## src/rtl/pmx_pkg.sv

```systemverilog
// Constants for the pin mode select and multiplexing block.
// Assumes a single processor clock and an active high master reset.
package pmx_pkg;
	// Pad group widths
	localparam int ADDR_W = 14;
	localparam int DATA_W = 24;
	localparam int HOST_W = 16;
	localparam int FLAG_N = 8;
	localparam int STRAP_N = 4;
	localparam int SPB_N = 5;
	localparam int INT_N = 6;
	// Strap that picks the memory configuration
	localparam int STRAP_MEM_BIT = 2;
	// Byte memory address sits on the upper data byte
	localparam int BYTE_ADDR_LSB = 16;
	// Interrupt slots
	localparam int INT_DUAL = 0;
	localparam int INT_LVL_B = 1;
	localparam int INT_LVL_A = 2;
	localparam int INT_EDGE = 3;
	localparam int INT_SPB0 = 4;
	localparam int INT_SPB1 = 5;
	// Flag pins shared with interrupts
	localparam int PF_DUAL = 7;
	localparam int PF_LVL_B = 6;
	localparam int PF_LVL_A = 5;
	localparam int PF_EDGE = 4;
	// Second serial port pin slots
	localparam int SPB_SCLK = 0;
	localparam int SPB_RFS = 1;
	localparam int SPB_TFS = 2;
	localparam int SPB_DR = 3;
	localparam int SPB_DT = 4;
	// Data pads that carry host port strobes in host mode
	localparam int D_WR = 7;
	localparam int D_RD = 6;
	localparam int D_AL = 5;
	localparam int D_SEL = 4;
	localparam int D_ACK = 3;
	// Values after reset
	localparam logic [INT_N-1:0] INT_RST = 6'h00;
	localparam logic [INT_N-1:0] LVL_IDLE = 6'h3F;
	// Operating mode latched from the strap
	typedef enum logic {
		PMX_FULL_MEM = 1'b0,
		PMX_HOST = 1'b1
	} pmx_mode_e;
endpackage

```

## src/rtl/pmx_pin_mux.sv

```systemverilog
// Pin multiplexing and reset-time mode selection for a DSP core.
// Assumes mclk_i runs while sys_rst_i is high; pads resolve via oe_n.
`timescale 1ns/1ns
`default_nettype none

// Function
// - straps sampled in reset, then general flags
// - memory strap low selects full memory mode
// - bus pins fixed at reset, serial reconfigurable
// - interrupt and flag functions coexist on pins
// - enabled interrupt fires however pin is asserted
// - serial port b pins become interrupts, flags
// - internal serial clock stays usable when reassigned
// - dual and port b interrupts select edge or level sensitivity
// - full mode byte DMA, host mode host DMA
// - shared pins carry only latched mode signal
// - full mode drives address, data, byte address
// - host mode carries host port bus, strobes
module pmx_pin_mux (
	// Clock and reset
	input wire logic mclk_i,
	input wire logic sys_rst_i,
	// Programmable flag pads, low four also mode straps
	input wire logic [pmx_pkg::FLAG_N-1:0] prog_flag_pin_i,
	output logic [pmx_pkg::FLAG_N-1:0] prog_flag_pin_o,
	output logic [pmx_pkg::FLAG_N-1:0] prog_flag_pin_oe_n_o,
	// Core flag control
	input wire logic [pmx_pkg::FLAG_N-1:0] prog_flag_dir_i,
	input wire logic [pmx_pkg::FLAG_N-1:0] prog_flag_out_i,
	output logic [pmx_pkg::FLAG_N-1:0] prog_flag_in_o,
	// Interrupt control and requests
	input wire logic [pmx_pkg::INT_N-1:0] interrupt_mask_i,
	input wire logic [2:0] int_edge_sel_i,
	input wire logic [pmx_pkg::INT_N-1:0] int_ack_i,
	output logic [pmx_pkg::INT_N-1:0] int_req_o,
	// Second serial port pads
	input wire logic [pmx_pkg::SPB_N-1:0] spb_pin_i,
	output logic [pmx_pkg::SPB_N-1:0] spb_pin_o,
	output logic [pmx_pkg::SPB_N-1:0] spb_pin_oe_n_o,
	// Second serial port core side and alternate use
	input wire logic port_b_alt_i,
	input wire logic [pmx_pkg::SPB_N-1:0] spb_out_i,
	input wire logic [pmx_pkg::SPB_N-1:0] spb_oe_n_i,
	output logic [pmx_pkg::SPB_N-1:0] spb_in_o,
	input wire logic port_b_flag_out_i,
	output logic port_b_flag_in_o,
	// Shared memory pads
	input wire logic [pmx_pkg::ADDR_W-1:0] addr_pad_i,
	output logic [pmx_pkg::ADDR_W-1:0] addr_pad_o,
	output logic [pmx_pkg::ADDR_W-1:0] addr_pad_oe_n_o,
	input wire logic [pmx_pkg::DATA_W-1:0] data_pad_i,
	output logic [pmx_pkg::DATA_W-1:0] data_pad_o,
	output logic [pmx_pkg::DATA_W-1:0] data_pad_oe_n_o,
	// Full memory mode core side
	input wire logic [pmx_pkg::ADDR_W-1:0] ext_address_bus_i,
	input wire logic [pmx_pkg::DATA_W-1:0] ext_data_bus_i,
	input wire logic ext_data_oe_i,
	output logic [pmx_pkg::DATA_W-1:0] ext_data_bus_o,
	input wire logic byte_dma_cycle_i,
	input wire logic [7:0] byte_dma_addr_i,
	// Host mode core side
	input wire logic [pmx_pkg::HOST_W-1:0] host_addr_data_bus_i,
	input wire logic host_addr_data_oe_i,
	output logic [pmx_pkg::HOST_W-1:0] host_addr_data_bus_o,
	output logic host_write_strobe_n_o,
	output logic host_read_strobe_n_o,
	output logic host_addr_latch_o,
	output logic host_port_select_n_o,
	input wire logic host_port_acknowledge_i,
	// Latched configuration
	output logic [pmx_pkg::STRAP_N-1:0] mode_straps_o,
	output logic byte_dma_port_en_o,
	output logic host_dma_port_en_o
);
	import pmx_pkg::*;

	logic [FLAG_N-1:0] pf_s1, pf_s2;
	logic [SPB_N-1:0] spb_s1, spb_s2;
	logic [ADDR_W-1:0] addr_s1, addr_s2;
	logic [DATA_W-1:0] data_s1, data_s2;
	logic in_rst_reg;
	logic [STRAP_N-1:0] strap_reg;
	pmx_mode_e mode_reg;
	logic host;
	logic alt_reg;
	logic [FLAG_N-1:0] pf_o_reg, pf_oe_n_reg;
	logic [INT_N-1:0] int_lvl, int_prev_reg, edge_mode, pend_reg, int_req_reg;
	logic [SPB_N-1:0] spb_o_reg, spb_oe_n_reg;
	logic [ADDR_W-1:0] addr_o_reg, addr_oe_n_reg;
	logic [DATA_W-1:0] data_o_reg, data_oe_n_reg;

	// Pad synchronisers, unreset so straps track during reset
	always_ff @(posedge mclk_i) begin
		pf_s1 <= prog_flag_pin_i;
		pf_s2 <= pf_s1;
		spb_s1 <= spb_pin_i;
		spb_s2 <= spb_s1;
		addr_s1 <= addr_pad_i;
		addr_s2 <= addr_s1;
		data_s1 <= data_pad_i;
		data_s2 <= data_s1;
	end

	// Marks reset plus the first edge after release
	always_ff @(posedge mclk_i or posedge sys_rst_i) begin
		if (sys_rst_i)
			in_rst_reg <= 1'b1;
		else
			in_rst_reg <= 1'b0;
	end

	// Strap capture on every edge while in reset, frozen afterwards
	always_ff @(posedge mclk_i) begin
		if (in_rst_reg) begin
			strap_reg <= pf_s2[STRAP_N-1:0];
			mode_reg <= pf_s2[STRAP_MEM_BIT] ? PMX_HOST : PMX_FULL_MEM;
		end
	end
	assign mode_straps_o = strap_reg;
	assign host = (mode_reg == PMX_HOST);

	// Mode enables for the two DMA ports
	always_ff @(posedge mclk_i or posedge sys_rst_i) begin
		if (sys_rst_i) begin
			byte_dma_port_en_o <= 1'b0;
			host_dma_port_en_o <= 1'b0;
		end else begin
			byte_dma_port_en_o <= !in_rst_reg && !host;
			host_dma_port_en_o <= !in_rst_reg && host;
		end
	end

	// Flag pads float during reset so straps can be read
	always_ff @(posedge mclk_i or posedge sys_rst_i) begin
		if (sys_rst_i) begin
			pf_o_reg <= '0;
			pf_oe_n_reg <= '1;
		end else begin
			pf_o_reg <= prog_flag_out_i;
			pf_oe_n_reg <= in_rst_reg ? '1 : ~prog_flag_dir_i;
		end
	end
	assign prog_flag_pin_o = pf_o_reg;
	assign prog_flag_pin_oe_n_o = pf_oe_n_reg;
	assign prog_flag_in_o = pf_s2;

	// Interrupt pin levels; a driven flag feeds its own interrupt
	always_comb begin
		int_lvl = LVL_IDLE;
		int_lvl[INT_DUAL] = pf_oe_n_reg[PF_DUAL] ? pf_s2[PF_DUAL]
			: pf_o_reg[PF_DUAL];
		int_lvl[INT_LVL_B] = pf_oe_n_reg[PF_LVL_B] ? pf_s2[PF_LVL_B]
			: pf_o_reg[PF_LVL_B];
		int_lvl[INT_LVL_A] = pf_oe_n_reg[PF_LVL_A] ? pf_s2[PF_LVL_A]
			: pf_o_reg[PF_LVL_A];
		int_lvl[INT_EDGE] = pf_oe_n_reg[PF_EDGE] ? pf_s2[PF_EDGE]
			: pf_o_reg[PF_EDGE];
		if (alt_reg) begin
			int_lvl[INT_SPB0] = spb_s2[SPB_RFS];
			int_lvl[INT_SPB1] = spb_s2[SPB_TFS];
		end
	end

	// Sensitivity per slot
	assign edge_mode = {int_edge_sel_i[2], int_edge_sel_i[1], 1'b1,
		1'b0, 1'b0, int_edge_sel_i[0]};

	// Falling edges latch; a new edge beats an acknowledge
	always_ff @(posedge mclk_i or posedge sys_rst_i) begin
		if (sys_rst_i) begin
			int_prev_reg <= LVL_IDLE;
			pend_reg <= INT_RST;
		end else begin
			int_prev_reg <= int_lvl;
			pend_reg <= (pend_reg & ~int_ack_i)
				| (int_prev_reg & ~int_lvl & edge_mode);
		end
	end

	// Masked requests toward the sequencer
	always_ff @(posedge mclk_i or posedge sys_rst_i) begin
		if (sys_rst_i)
			int_req_reg <= INT_RST;
		else
			int_req_reg <= interrupt_mask_i
				& ((edge_mode & pend_reg) | (~edge_mode & ~int_lvl));
	end
	assign int_req_o = int_req_reg;

	// Serial port b pin routing, changeable at any time
	always_ff @(posedge mclk_i or posedge sys_rst_i) begin
		if (sys_rst_i) begin
			alt_reg <= 1'b0;
			spb_o_reg <= '0;
			spb_oe_n_reg <= '1;
			spb_in_o <= '0;
			port_b_flag_in_o <= 1'b0;
		end else begin
			alt_reg <= port_b_alt_i;
			spb_o_reg <= spb_out_i;
			spb_oe_n_reg <= spb_oe_n_i;
			spb_in_o <= spb_s2;
			port_b_flag_in_o <= 1'b0;
			if (alt_reg) begin
				spb_oe_n_reg <= {1'b0, 3'h7, spb_oe_n_i[SPB_SCLK]};
				spb_o_reg[SPB_DT] <= port_b_flag_out_i;
				spb_in_o <= {4'h0, spb_s2[SPB_SCLK]};
				port_b_flag_in_o <= spb_s2[SPB_DR];
			end
		end
	end
	assign spb_pin_o = spb_o_reg;
	assign spb_pin_oe_n_o = spb_oe_n_reg;

	// Shared bus pads follow the latched mode only
	always_ff @(posedge mclk_i or posedge sys_rst_i) begin
		if (sys_rst_i) begin
			addr_o_reg <= '0;
			addr_oe_n_reg <= '1;
			data_o_reg <= '0;
			data_oe_n_reg <= '1;
		end else if (in_rst_reg) begin
			addr_oe_n_reg <= '1;
			data_oe_n_reg <= '1;
		end else if (!host) begin
			addr_o_reg <= ext_address_bus_i;
			addr_oe_n_reg <= '0;
			data_o_reg <= ext_data_bus_i;
			data_oe_n_reg <= {DATA_W{!ext_data_oe_i}};
			if (byte_dma_cycle_i) begin
				data_o_reg[DATA_W-1:BYTE_ADDR_LSB] <= byte_dma_addr_i;
				data_oe_n_reg[DATA_W-1:BYTE_ADDR_LSB] <= 8'h00;
			end
		end else begin
			addr_o_reg <= {host_addr_data_bus_i[12:0], ext_address_bus_i[0]};
			addr_oe_n_reg <= {{13{!host_addr_data_oe_i}}, 1'b0};
			data_o_reg <= {ext_data_bus_i[DATA_W-1:8], 5'h00,
				host_addr_data_bus_i[15:13]};
			data_oe_n_reg <= {{16{!ext_data_oe_i}}, 4'hF,
				!host_port_acknowledge_i, {3{!host_addr_data_oe_i}}};
		end
	end
	assign addr_pad_o = addr_o_reg;
	assign addr_pad_oe_n_o = addr_oe_n_reg;
	assign data_pad_o = data_o_reg;
	assign data_pad_oe_n_o = data_oe_n_reg;

	// Inbound pad values split by mode
	always_ff @(posedge mclk_i or posedge sys_rst_i) begin
		if (sys_rst_i) begin
			ext_data_bus_o <= '0;
			host_addr_data_bus_o <= '0;
			host_write_strobe_n_o <= 1'b1;
			host_read_strobe_n_o <= 1'b1;
			host_addr_latch_o <= 1'b0;
			host_port_select_n_o <= 1'b1;
		end else begin
			ext_data_bus_o <= host ? {data_s2[DATA_W-1:8], 8'h00} : data_s2;
			host_addr_data_bus_o <= host ? {data_s2[2:0], addr_s2[13:1]} : '0;
			host_write_strobe_n_o <= host ? data_s2[D_WR] : 1'b1;
			host_read_strobe_n_o <= host ? data_s2[D_RD] : 1'b1;
			host_addr_latch_o <= host ? data_s2[D_AL] : 1'b0;
			host_port_select_n_o <= host ? data_s2[D_SEL] : 1'b1;
		end
	end

	// Checks
	strap_frozen_a: assert property (@(posedge mclk_i) disable iff (sys_rst_i)
		!in_rst_reg && !$past(in_rst_reg) |-> $stable(strap_reg)
		&& $stable(mode_reg)) else $error("strap changed after reset");
	flag_float_a: assert property (@(posedge mclk_i) disable iff (sys_rst_i)
		in_rst_reg |=> &pf_oe_n_reg) else $error("flag driven in reset");
	flag_drive_a: assert property (@(posedge mclk_i) disable iff (sys_rst_i)
		!in_rst_reg && prog_flag_dir_i[0] |=> !pf_oe_n_reg[0]
		&& pf_o_reg[0] == $past(prog_flag_out_i[0]))
		else $error("flag zero not driven");
	dma_mode_a: assert property (@(posedge mclk_i) disable iff (sys_rst_i)
		!in_rst_reg |=> byte_dma_port_en_o == (mode_reg == PMX_FULL_MEM)
		&& host_dma_port_en_o != byte_dma_port_en_o)
		else $error("dma port enable wrong");
	host_strobe_in_a: assert property (@(posedge mclk_i) disable iff (sys_rst_i)
		!in_rst_reg && host |=> &data_oe_n_reg[D_WR:D_SEL])
		else $error("host strobe pad driven");
	full_addr_a: assert property (@(posedge mclk_i) disable iff (sys_rst_i)
		!in_rst_reg && !host |=> addr_oe_n_reg == '0
		&& addr_o_reg == $past(ext_address_bus_i))
		else $error("address not driven");
	byte_addr_a: assert property (@(posedge mclk_i) disable iff (sys_rst_i)
		!in_rst_reg && !host && byte_dma_cycle_i
		|=> data_o_reg[DATA_W-1:BYTE_ADDR_LSB] == $past(byte_dma_addr_i))
		else $error("byte address missing");
	level_int_a: assert property (@(posedge mclk_i) disable iff (sys_rst_i)
		!int_lvl[INT_LVL_B] && interrupt_mask_i[INT_LVL_B]
		|=> int_req_reg[INT_LVL_B]) else $error("level request lost");
	edge_set_a: assert property (@(posedge mclk_i) disable iff (sys_rst_i)
		int_prev_reg[INT_EDGE] && !int_lvl[INT_EDGE] |=> pend_reg[INT_EDGE])
		else $error("edge not latched");
	sclk_kept_a: assert property (@(posedge mclk_i) disable iff (sys_rst_i)
		alt_reg |=> spb_o_reg[SPB_SCLK] == $past(spb_out_i[SPB_SCLK])
		&& spb_oe_n_reg[SPB_RFS] && !spb_oe_n_reg[SPB_DT])
		else $error("port b routing wrong");
endmodule // pmx_pin_mux

`default_nettype wire

```

## config.mk

```make
export PLATFORM = sky130hd
export DESIGN_NAME = pmx_pin_mux
export DESIGN_NICKNAME = d
export VERILOG_FILES = /design/src/rtl/pmx_pkg.sv /design/src/rtl/pmx_pin_mux.sv
export SDC_FILE = /design/constraint.sdc
export NUM_CORES = 1
export LEC_CHECK = 0
export BUFFER_PORTS_ARGS = -buffer_cell sky130_fd_sc_hd__buf_4
export CAP_MARGIN = 20
export CELL_PAD_IN_SITES_DETAIL_PLACEMENT = 1
export CELL_PAD_IN_SITES_GLOBAL_PLACEMENT = 2
export CORE_ASPECT_RATIO = 0.5
export CORE_MARGIN = 4
export CORE_UTILIZATION = 31
export DETAILED_ROUTE_END_ITERATION = 16
export GPL_TIMING_DRIVEN = 0
export MAX_ROUTING_LAYER = met4
export PLACE_DENSITY_LB_ADDON = 0.15
export SLEW_MARGIN = 20
export SYNTH_ARGS = -nofsm -noshare
export SYNTH_HDL_FRONTEND = slang
export SYNTH_SLANG_ARGS = --single-unit
export TNS_END_PERCENT = 5
```

## constraint.sdc

```tcl
create_clock -name mclk_i -period 8.56 [get_ports mclk_i]
set_clock_uncertainty 0.15 [all_clocks]
set_input_delay 0.856 -clock mclk_i [delete_from_list [all_inputs] [get_ports mclk_i]]
set_output_delay 0.856 -clock mclk_i [all_outputs]
set_load 0.02 [all_outputs]
```

---- Word-level counts from Yosys, hierarchy flattened ----
Cells that the tools add are included.
word-level totals
  logic and storage cells ................. 77
  register bits ........................... 281
  output and inout bits ................... 172
  bits of input ports ..................... 162
cells by class
  reductions and logical operators ........ 7
  multiplexer cells ....................... 25
  bitwise logic cells ..................... 12
operator list
  cell               count
  $mux 24            3
  $mux 14            3
  $and 6x6->6        6
  $mux 8             4
  $not 6->6          3
  $mux 16            1
  $or 6x6->6         2
  $mux 1             11
  $mux 5             2
  $not 8->8          1
  $logic_not 1->1    5
  $logic_and 1x1->1  2
  $mux 2             1

---- Logic depth before layout (Yosys ltp) ----
Gate-level depths: netlist of the first run.
  depth in word-level cells ............... 5
  gate-level depth with buffers ........... 4
  gate-level depth less buffers ........... 2

---- Worst setup path after synthesis of the first run ----
OpenSTA, ideal clock, no wires.
  path type ............................... register -> output
  start ................................... register, netlist name addr_pad_oe_n_o[12]
  end ..................................... output addr_pad_oe_n_o[10] in the netlist's numbering
  data arrival time ....................... 0.849 ns
  required time ........................... 7.554 ns
  path buffers ............................ 1
  setup slack ............................. 6.705 ns
  cell stages (with the launch flop) ...... 2
  path through ............................ dfstp_2 > buf_4
RTL lines
  item       RTL line           text
  to (decl)  pmx_pin_mux.sv:50  output logic [pmx_pkg::ADDR_W-1:0] addr_pad_oe_n_o,

==> summary.txt, run 1 <==
Status
  • Status: complete, no violations

Global routing
  • Remaining global-route overflow: 0
  • GRT Resource Usage Total: 15.2%
  • Initial antenna violation count: 0
  • Largest net degree at the start of global routing: 98
  • First-pass GRT wire length: 29400 µm
  • Vias in the first global route: 5014

Worst setup path
  • R2R Path End: data_pad_o[8]$_DFFE_PP0N_
  • Worst R2R Start: in_rst_reg$_DFF_PP1_
  • Critical-path maximum fanout: 13
  • CP arrival: 1.52 ns
  • Crit-path most repeated cell: buf_4
  • Reg2reg setup slack: 6.83 ns
  • Cells along the critical path: buf_4, buf_4
  • Crit. Startpoint: addr_pad_oe_n_o[12]$_DFF_PP1_
  • CP Capture Type: output pin
  • CP Launch Type: register
  • Largest stage delay, worst path: 0.70 ns
  • CP endpoint: addr_pad_oe_n_o[5]
  • Required time worst endpoint: 7.55 ns
  • R2R depth: 2
  • Crit Path Category: reg -> out
  • CP max-delay cell: dfstp_2

Synthesis
  • Yosys warns: 0
  • Yosys reg bits: 243
  • Synthesized area: 7220 µm²
  • Register area share after synthesis: 78.1%
  • Yosys cell types: 37
  • Syn Area/Cell: 15.2 µm²
  • Syn_nets: 637
  • Synth Instances: 475

Layout
  • # nets final: 993
  • Final instance area: 10900 µm²
  • P&R area growth vs syn: 50.7%
  • Number of diodes: 0
  • Multi-input gate area in the final layout: 1170 µm²
  • Layout cells sized above 1: 54.2%
  • Fillers: 2384
  • Sequential Area: 5640 µm²

STA
  • Final worst path period share: 29.5%
  • Slew Viols, Final: 0
  • Number of setup violations in the final report: 0
  • RSZ-0062 raised after global routing: false
  • Max_slew headroom: 65.3%
  • Fmax: 0.396 GHz
  • Worst-margin pin slew: 0.521 ns
  • Final Hold Viols: 0
  • Final setup TNS: 0 ns
  • Tmin final: 2.52 ns

Drt
  • DR WL/cell: 17.3 µm
  • DRT iter0 DRCs: 209
  • # DRC: 0
  • DR vias: 4748
  • Post-DRT Antenna Nets: 0
  • DR pass1 iterations: 4
  • Vias per cell: 4.11
  • Post-Route WL: 20000 µm

Clock tree
  • Clk pin slew, worst setup/hold paths: 0.06 ns
  • Root Buffer: clkbuf_16
  • Hold Buf Count CTS: 0
  • CTS Buffer Depth: 3
  • Skew-Pair Late Insertion Delay: 0.52 ns
  • Post-cts resize count: 0
  • TritonCTS Buffers: 23
  • Clock Sinks: 243
  • Setup bufs post-CTS: 0
  • H-Tree Depth: 1
  • TritonCTS clock tree: built

Placement
  • IO buf count: 330
  • Routability Congestion: 0.775
  • DP HPWL: 14900 µm
  • DP Area: 10100 µm²

Pwr
  • Power density over the cells: 237 nW/µm²
  • Leakage power: 5.26 nW
  • Peak VDD IR: 0.131 mV

Job
  • Max-cap violations: 0

Die
  • Die height: 116 µm
  • Rows: 39
  • DIE AREA: 25900 µm²
  • Initial Util: 31.6%
  • Die W: 224 µm
  • Core Box Area: 22800 µm²
  • Num ports: 334

Min path
  • Hold Crit Class: in -> async
==> worst max-delay path: cells and delay by family, from the launching register on <==
family | cells | cell delay, ns
buf+inv | 2 | 0.30
flops | 1 | 0.70
==> per-stage QoR <==
stage | hold slack [ns] | util [%] | power, mW | setup WS, ns | instances
finish | 0.158 | 47.6 | 2.58 | 6.04 | 1155
detailed placement | 0.163 | 44.3 | 1.58 | 6.57 | 1113
global route | 0.155 | 47.6 | 2.71 | 5.98 | 1155
global placement | 0.160 | 44.1 | 1.57 | 1.80 | 1112
CTS | 0.153 | 47.6 | 2.62 | 6.00 | 1155
floorplan | 0.160 | - | 1.41 | 3.88 | 475
==> synthesized netlist by cell type, drive strengths merged <==
cell / number / area share, %
and2b: 1 / 0.14
nand2: 30 / 1.6
dfstp: 28 / 10
nand3: 1 / 0.069
dfxtp: 100 / 28
and2: 21 / 1.8
a211o: 1 / 0.12
o22ai: 4 / 0.35
o311ai: 8 / 0.97
mux2i: 19 / 2.6
a21boi: 2 / 0.21
conb: 1 / 0.052
nand4bb: 8 / 1.2
o21bai: 1 / 0.10
a21o: 1 / 0.10
edfxtp: 4 / 1.7
nand2b: 15 / 1.3
dfrtp: 111 / 38
o21ai: 17 / 1.2
mux2: 12 / 1.9
or2: 4 / 0.35
clkbuf: 4 / 0.21
nor2: 2 / 0.14
a22o: 5 / 0.61
inv: 15 / 0.78
or3b: 2 / 0.24
buf: 44 / 4.7
nor2b: 14 / 1.2
==> final cells by class <==
class | count | area share (%)
Timing Repair Buffer | 331 | 23.0
Tap cell | 307 | 3.53
Buffer | 48 | 3.24
Multi-Input combinational cell | 169 | 10.8
Inverter | 15 | 0.587
Sequential cell | 243 | 51.8
Clock inverter | 13 | 1.23
Clock buffer | 29 | 5.77
==> kinds of logic after synthesis <==
family,synth area share [%]
flops,78.1
mux,4.51
compound gates,3.64
other cells,0.0519
buf+inv,5.67
simple gates,8.08
==> metal layers <==
layer  up-vias  track usage (%)  routed length (µm)
li1       2225                -                   -
met1      2364             17.3                7710
met2       129             26.8               10600
met3        30             4.86                1320
met4         0             3.12                 361
met5         -                -                   0
==> power breakdown <==
part	leakage [nW]	internal, mW	switching, mW
Clock	0.376	0.586	0.441
Sequential	2.54	1.22	0.0293
Combinational	2.34	0.152	0.153
Total	5.26	1.96	0.623
==> layout by cell type, fill, tap and decap left out, types with 2 or more instances in the layout <==
cell / Yosys / final
buf_4: 32 / 362
dfrtp_1: 111 / 111
dfxtp_1: 100 / 100
nand2_1: 30 / 30
dfstp_2: 28 / 28
clkbuf_16: 0 / 23
and2_1: 21 / 21
mux2i_1: 19 / 19
o21ai_0: 17 / 17
nand2b_1: 15 / 15
nor2b_1: 14 / 14
inv_1: 15 / 14
mux2_2: 12 / 12
buf_2: 8 / 8
nand4bb_1: 8 / 8
clkbuf_1: 4 / 7
clkinv_2: 0 / 7
o311ai_0: 6 / 6
a22o_1: 5 / 5
o22ai_1: 4 / 4
edfxtp_1: 4 / 4
or2_2: 3 / 3
clkbuf_8: 0 / 3
buf_6: 2 / 2
o311ai_1: 2 / 2
clkinvlp_4: 0 / 2
bufinv_16: 0 / 2
==> worst min-delay path by stage <==
stage,start,endpoint,slack [ns]
3_5_place_dp,pf_s1[5]$_DFF_P_,prog_flag_in_o[5]$_DFF_P_,0.16
4_1_cts,sys_rst_i,int_req_o[5]$_DFF_PP0_,0.15
3_3_place_gp,data_s1[15]$_DFF_P_,data_s2[15]$_DFF_P_,0.16
2_1_floorplan,addr_s1[10]$_DFF_P_,addr_s2[10]$_DFF_P_,0.16
6_report,sys_rst_i,int_req_o[5]$_DFF_PP0_,0.16
5_1_grt,sys_rst_i,int_req_o[5]$_DFF_PP0_,0.16
Note: power is estimated with default switching activity, not from simulation.
==> run 2, diff against run 1 <==
--- a/config.mk
+++ b/config.mk
@@ -11,7 +11,7 @@
 export CELL_PAD_IN_SITES_GLOBAL_PLACEMENT = 2
 export CORE_ASPECT_RATIO = 0.5
 export CORE_MARGIN = 4
-export CORE_UTILIZATION = 31
+export CORE_UTILIZATION = 29
 export DETAILED_ROUTE_END_ITERATION = 16
 export GPL_TIMING_DRIVEN = 0
 export MAX_ROUTING_LAYER = met4
==> constraint.sdc (replaced) <==
create_clock -name mclk_i -period 2.55 [get_ports mclk_i]
set_clock_uncertainty 0.15 [all_clocks]
set_input_delay 0.255 -clock mclk_i [delete_from_list [all_inputs] [get_ports mclk_i]]
set_output_delay 0.255 -clock mclk_i [all_outputs]
set_load 0.02 [all_outputs]
==> run 2 against run 1 <==
Core utilization rose by 4.5 points. Global-route usage up 1.0 points. Count of clock-buffer cells in the layout did not move. Sequential power increased to 3.4 times the previous value. Worst hold slack better by 0.016 ns. Largest power group unchanged.
==> summary.txt, run 2 (synthesis gave the netlist of run 1 again) <==
Pwr
  • Leakage power: 5.99 nW (was 5.26 nW)
  • Power density over the cells: 706 nW/µm² (was 237 nW/µm²)
  • Int Pwr: 6.74 mW (was 1.96 mW)
  • Switching part of the total: 24.4% (was 24.1%)
  • Register share of total power: 47.0% (was 48.4%)
  • Gate power share: 14.3% (was 11.8%)
  • Clk pwr share: 38.7% (was 39.8%)
  • Net switching power: 2.18 mW (was 0.623 mW)
  • Peak VDD IR: 0.508 mV (was 0.131 mV)

Global routing
  • First-pass GRT wire length: 34000 µm (was 29400 µm)
  • Initial antenna violation count: 0 (unchanged)
  • Largest net degree at the start of global routing: 30 (was 98)
  • Vias in the first global route: 6059 (was 5014)
  • Remaining global-route overflow: 0 (unchanged)
  • GRT Resource Usage Total: 16.2% (was 15.2%)

STA
  • Number of setup violations in the final report: 0 (unchanged)
  • Final setup TNS: 0 ns (unchanged)
  • Final Hold Viols: 0 (unchanged)
  • Final worst path period share: 84.3%
  • RSZ-0062 raised after global routing: false (unchanged)
  • Slew Viols, Final: 0 (unchanged)
  • Worst-margin pin slew: 0.659 ns (was 0.521 ns)
  • Max_slew headroom: 56.0% (was 65.3%)
  • Fmax: 0.465 GHz
  • WHS: 0.174 ns (was 0.158 ns)
  • Tmin final: 2.15 ns

Worst setup path
  • Crit. Startpoint: in_rst_reg$_DFF_PP1_ (was addr_pad_oe_n_o[12]$_DFF_PP1_)
  • Reg2reg setup slack: 0.40 ns (was 6.83 ns)
  • Critical-path maximum fanout: 10 (was 13)
  • Required time worst endpoint: 2.85 ns (was 7.55 ns)
  • Crit Path Category: reg -> reg (was reg -> out)
  • R2R Path End: data_pad_o[17]$_DFFE_PP0N_ (was data_pad_o[8]$_DFFE_PP0N_)
  • CP Launch Type: register (unchanged)
  • CP Capture Type: register (was output pin)
  • R2R depth: 5 (was 2)
  • Worst R2R Start: in_rst_reg$_DFF_PP1_ (unchanged)
  • CP arrival: 2.45 ns (was 1.52 ns)

Drt
  • Vias per cell: 3.99 (was 4.11)
  • DR WL/cell: 16.6 µm (was 17.3 µm)
  • DRT iter0 DRCs: 159 (was 209)
  • DR vias: 5391 (was 4748)
  • Post-DRT Antenna Nets: 0 (unchanged)
  • # DRC: 0 (unchanged)
  • DR pass1 iterations: 4 (unchanged)
  • Post-Route WL: 22400 µm (was 20000 µm)

Die
  • Core Box Area: 24200 µm² (was 22800 µm²)
  • Initial Util: 29.8% (was 31.6%)
  • Num ports: 334 (unchanged)
  • Die height: 120 µm (was 116 µm)
  • DIE AREA: 27600 µm² (was 25900 µm²)
  • Rows: 40 (was 39)
  • Die W: 231 µm (was 224 µm)

Layout
  • # nets final: 1159 (was 993)
  • P&R area growth vs syn: 74.9% (was 50.7%)
  • Layout cells sized above 1: 45.8% (was 54.2%)
  • Number of diodes: 0 (unchanged)
  • Most common cell after layout, fill and taps aside: buf_4 (unchanged)
  • Fillers: 2512 (was 2384)
  • Most frequent cells in the layout: buf_4 (362), dlygate4sd3_1 (162), dfrtp_1 (111) (was buf_4 (362), dfrtp_1 (111), dfxtp_1 (100))
  • Non-filler cells, final: 1350 (was 1155)
  • Final instance area: 12600 µm² (was 10900 µm²)

Min path
  • Hold_sp: data_s1[20]$_DFF_P_
  • Hold Crit Class: reg -> reg (was in -> async)
  • Min-Delay Path Depth: 0
  • End of the worst hold path: data_s2[20]$_DFF_P_

Clock tree
  • Root Buffer: clkbuf_16 (unchanged)
  • Skew-Pair Late Insertion Delay: 0.52 ns (about the same)
  • H-Tree Depth: 1 (unchanged)
  • Clk pin slew, worst setup/hold paths: 0.07 ns (was 0.06 ns)
  • Post-cts resize count: 0 (unchanged)
  • Clock Sinks: 243 (unchanged)
  • Setup bufs post-CTS: 0 (unchanged)
  • TritonCTS clock tree: built (unchanged)
  • Hold Buf Count CTS: 162 (was 0)
  • CTS Buffer Depth: 3 (unchanged)
  • TritonCTS Buffers: 23 (unchanged)

Placement
  • Routability Congestion: 0.800 (was 0.775)
  • DP HPWL: 15800 µm (was 14900 µm)
  • IO buf count: 330 (unchanged)
  • Placed insts: 1146 (was 1113)
  • DP Area: 10200 µm² (was 10100 µm²)

Status
  • Status: complete, no violations (unchanged)

Job
  • Max-cap violations: 0 (unchanged)
run 2: changes by cell type in the layout (fill, tap and decap cells not counted):
cell / delta
clkbuf_16: +2
clkinvlp_4: +1
clkbuf_8: -2
buf_12: +3
inv_8: -1
buf_16: +1
bufinv_16: -1
dlygate4sd3_1: +162
clkinv_8: +1
run 2: how the worst max path moves through the flow:
stage,end,slack [ns],cells past startpoint
4_1_cts,data_pad_o[16]$_DFFE_PP0N_,0.40,5
3_5_place_dp,data_pad_o[8]$_DFFE_PP0N_,0.76,2
3_3_place_gp,int_req_o[1]$_DFF_PP0_,-0.70,2
6_report,data_pad_o[17]$_DFFE_PP0N_,0.40,5
2_1_floorplan,addr_pad_o[0]$_DFFE_PP0N_,0.43,1
5_1_grt,data_pad_o[17]$_DFFE_PP0N_,0.29,5
run 2: routing by layer:
layer,up-vias,GRT usage (%),part of all wire [%]
li1,2557,-,-
met1,2667,17.1,37
met2,134,30.7,56
met3,33,4.13,5.0
met4,0,3.71,2.2
met5,-,-,0
run 2: worst max-delay path, cell delays in order (launching register included):
cell           delay (ns)
dfstp_2              0.63
buf_2                0.24
buf_2                0.27
nand2_1              0.08
o311ai_0             0.11
dlygate4sd3_1        0.61
run 2: per-stage QoR:
| step | power [mW] | setup slack [ns] | util (%) |
|---|---|---|---|
| after CTS | 9.06 | 0.395 | 52.1 |
| after detailed placement | 5.34 | 0.763 | 42.3 |
| after global routing | 9.35 | 0.292 | 52.1 |
| after floorplan | 4.72 | 0.433 | - |
| final | 8.92 | 0.401 | 52.1 |
| after global placement | 5.29 | -0.699 | 41.8 |
run 2: final cells by class:
type	count	area [µm²]	area share, %
Buffer	48	353	2.79
Multi-Input combinational cell	169	1170	9.30
Inverter	15	60.1	0.476
Clock buffer	29	651	5.15
Sequential cell	243	5640	44.6
Tap cell	336	420	3.33
Clock inverter	13	120	0.951
Timing Repair Buffer	497	4210	33.4
run 2: power groups by stage:
stage | logic [mW] | clock network (mW) | registers (mW)
detailed placement | 1.07 | 0 | 4.27
CTS | 1.29 | 3.57 | 4.20
finish | 1.28 | 3.45 | 4.19
global route | 1.37 | 3.77 | 4.22
floorplan | 0.278 | 0 | 4.44
global placement | 1.03 | 0 | 4.26
==> run 3, diff against run 2 <==
--- a/config.mk
+++ b/config.mk
@@ -11,7 +11,7 @@
 export CELL_PAD_IN_SITES_GLOBAL_PLACEMENT = 2
 export CORE_ASPECT_RATIO = 0.5
 export CORE_MARGIN = 4
-export CORE_UTILIZATION = 29
+export CORE_UTILIZATION = 26
 export DETAILED_ROUTE_END_ITERATION = 16
 export GPL_TIMING_DRIVEN = 0
 export MAX_ROUTING_LAYER = met4
==> constraint.sdc (replaced) <==
create_clock -name mclk_i -period 1.9 [get_ports mclk_i]
set_clock_uncertainty 0.15 [all_clocks]
set_input_delay 0.19 -clock mclk_i [delete_from_list [all_inputs] [get_ports mclk_i]]
set_output_delay 0.19 -clock mclk_i [all_outputs]
set_load 0.02 [all_outputs]
==> run 3 against run 2 <==
Die area grew 11%. Final cell count up 2.8%. Core utilization down 4.8 points. Worst setup slack worse by 0.33 ns. Critical path depth fell by 3. Via count grew 0.58%. Sequential power increased by 34%. Clock power rose by 46%. Sequential share of layout area is 0.32 points lower. Combinational power rose by 33%. Wire length up 5.1%. Global-route usage fell by 0.79 points.
==> summary.txt, run 3 (synthesis gave the netlist of run 1 again) <==
Drt
  • Vias per cell: 3.91 (was 3.99)
  • Post-DRT Antenna Nets: 0 (unchanged)
  • DR WL/cell: 17.0 µm (was 16.6 µm)
  • Post-Route WL: 23600 µm (was 22400 µm)
  • DR pass1 iterations: 4 (unchanged)
  • DRT iter0 DRCs: 127 (was 159)
  • DR vias: 5422 (was 5391)
  • # DRC: 0 (unchanged)

Clock tree
  • Post-cts resize count: 0 (unchanged)
  • TritonCTS clock tree: built (unchanged)
  • CTS Buffer Depth: 3 (unchanged)
  • H-Tree Depth: 1 (unchanged)
  • Setup bufs post-CTS: 0 (unchanged)
  • Clock Sinks: 243 (unchanged)
  • Skew-Pair Late Insertion Delay: 0.53 ns (was 0.52 ns)
  • TritonCTS Buffers: 23 (unchanged)
  • Root Buffer: clkbuf_16 (unchanged)
  • Clk pin slew, worst setup/hold paths: 0.07 ns (about the same)

Worst setup path
  • CP arrival: 1.49 ns (was 2.45 ns)
  • CP Launch Type: register (unchanged)
  • Reg2reg setup slack: 0.08 ns (was 0.40 ns)
  • Required time worst endpoint: 1.56 ns (was 2.85 ns)
  • Crit Path Category: reg -> out (was reg -> reg)
  • CP Capture Type: output pin (was register)
  • Critical-path maximum fanout: 13 (was 10)

Placement
  • IO buf count: 330 (unchanged)
  • Routability Congestion: 0.729 (was 0.800)
  • Pre-CTS setup slack: 0.118 ns (was 0.763 ns)
  • DP HPWL: 16200 µm (was 15800 µm)

Global routing
  • Remaining global-route overflow: 0 (unchanged)
  • Vias in the first global route: 6104 (was 6059)
  • First-pass GRT wire length: 35500 µm (was 34000 µm)
  • Initial antenna violation count: 1 (was 0)
  • Largest net degree at the start of global routing: 31 (was 30)
  • GRT Resource Usage Total: 15.4% (was 16.2%)

Pwr
  • Leakage power: 6.01 nW (was 5.99 nW)
  • Peak VDD IR: 0.563 mV (was 0.508 mV)
  • Power density over the cells: 971 nW/µm² (was 706 nW/µm²)

Layout
  • Fillers: 2779 (was 2512)
  • P&R area growth vs syn: 76.2% (was 74.9%)
  • # nets final: 1158 (was 1159)
  • Most frequent cells in the layout: buf_4 (362), dlygate4sd3_1 (161), dfrtp_1 (111) (was buf_4 (362), dlygate4sd3_1 (162), dfrtp_1 (111))
  • Final core utilization: 47.4% (was 52.1%)
  • Layout cells sized above 1: 45.8% (about the same)
  • Most common cell after layout, fill and taps aside: buf_4 (unchanged)

STA
  • Final setup TNS: 0 ns (unchanged)
  • Crit path setup slack, layout: 0.0680 ns (was 0.401 ns)
  • Fmax: 0.546 GHz
  • Final Hold Viols: 0 (unchanged)
  • Number of setup violations in the final report: 0 (unchanged)
  • Worst-margin pin slew: 0.576 ns (was 0.659 ns)
  • Tmin final: 1.83 ns
  • Max_slew headroom: 61.6% (was 56.0%)
  • Slew Viols, Final: 0 (unchanged)
  • RSZ-0062 raised after global routing: true (was false)
  • Final worst path period share: 96.4%

Die
  • Initial Util: 26.9% (was 29.8%)
  • Core Box Area: 26900 µm² (was 24200 µm²)
  • Die height: 126 µm (was 120 µm)
  • Rows: 42 (was 40)
  • Die W: 244 µm (was 231 µm)
  • DIE AREA: 30700 µm² (was 27600 µm²)
  • Num ports: 334 (unchanged)

Status
  • Status: complete, no violations (unchanged)

Job
  • Max-cap violations: 0 (unchanged)

Min path
  • Hold Crit Class: in -> async (was reg -> reg)
[run 3: cell count changes in the layout (fill, tap and decap cells not counted), sizes merged]
cell / delta
bufinv: +3
clkinv: -3
clkbuf: +1
clkinvlp: -1
diode: +1
dlygate4sd3: -1
[run 3: path summary, 6_finish.rpt]
check                      cells after the start                   endpoint                         startpoint
min in group mclk_i                            2        addr_s1[13]$_DFF_P_                     addr_pad_i[13]
hold / removal                                 3  data_pad_o[9]$_DFFE_PP0N_                          sys_rst_i
setup / recovery                               2         addr_pad_oe_n_o[8]      addr_pad_oe_n_o[12]$_DFF_PP1_
max in group asynchronous                      5  int_prev_reg[0]$_DFF_PP1_                          sys_rst_i
hold reg to reg                                0        data_s2[16]$_DFF_P_                data_s1[16]$_DFF_P_
setup reg to reg                               3     int_req_o[0]$_DFF_PP0_  prog_flag_pin_oe_n_o[7]$_DFF_PP1_
[run 3: power breakdown]
part / switching (mW) / leakage, nW / total, mW / internal [mW]
logic: 0.780 / 3.06 / 1.70 / 0.919
registers: 0.133 / 2.54 / 5.63 / 5.50
clock network: 2.05 / 0.405 / 5.02 / 2.97
[run 3: worst max-delay path, stage by stage, from the launching register on]
cell and delay, ns:
dfstp_2 0.68, buf_4 0.16, buf_4 0.13
[run 3: cell type report]
class | instances | area, µm² | area share, %
diodes | 1 | 2.50 | 0.0197
plain buffers | 48 | 353 | 2.77
clock buffers | 30 | 643 | 5.06
clock inverters | 12 | 185 | 1.46
inverters | 15 | 60.1 | 0.472
multi-input cells | 169 | 1170 | 9.24
flip-flops and latches | 243 | 5640 | 44.3
well taps | 374 | 468 | 3.68
repair buffers | 496 | 4200 | 33.0
[run 3: what timing repair did]
action / in CTS / in global routing
hold buffers: 162 / 0
endpoints found under the hold margin: 204 / 0
setup endpoints to repair: 0 / 10
[run 3: layer usage]
| layer | GRT usage, % | routed length, µm |
|---|---|---|
| met3 | 3.10 | 911 |
| met1 | 15.8 | 8620 |
| met4 | 5.53 | 884 |
| met5 | - | 0 |
| met2 | 29.4 | 13100 |
[run 3: through the flow]
step | cell area [µm²] | hold WS (ns) | cells | total power [mW]
detailed placement | 10300 | 0.0668 | 1184 | 7.17
CTS | 12700 | 0.0626 | 1388 | 12.6
finish | 12700 | 0.0751 | 1388 | 12.3
global route | 12700 | 0.0921 | 1388 | 12.9
global placement | 10200 | 0.144 | 1179 | 7.11
floorplan | 7220 | 0.0445 | 475 | 6.33
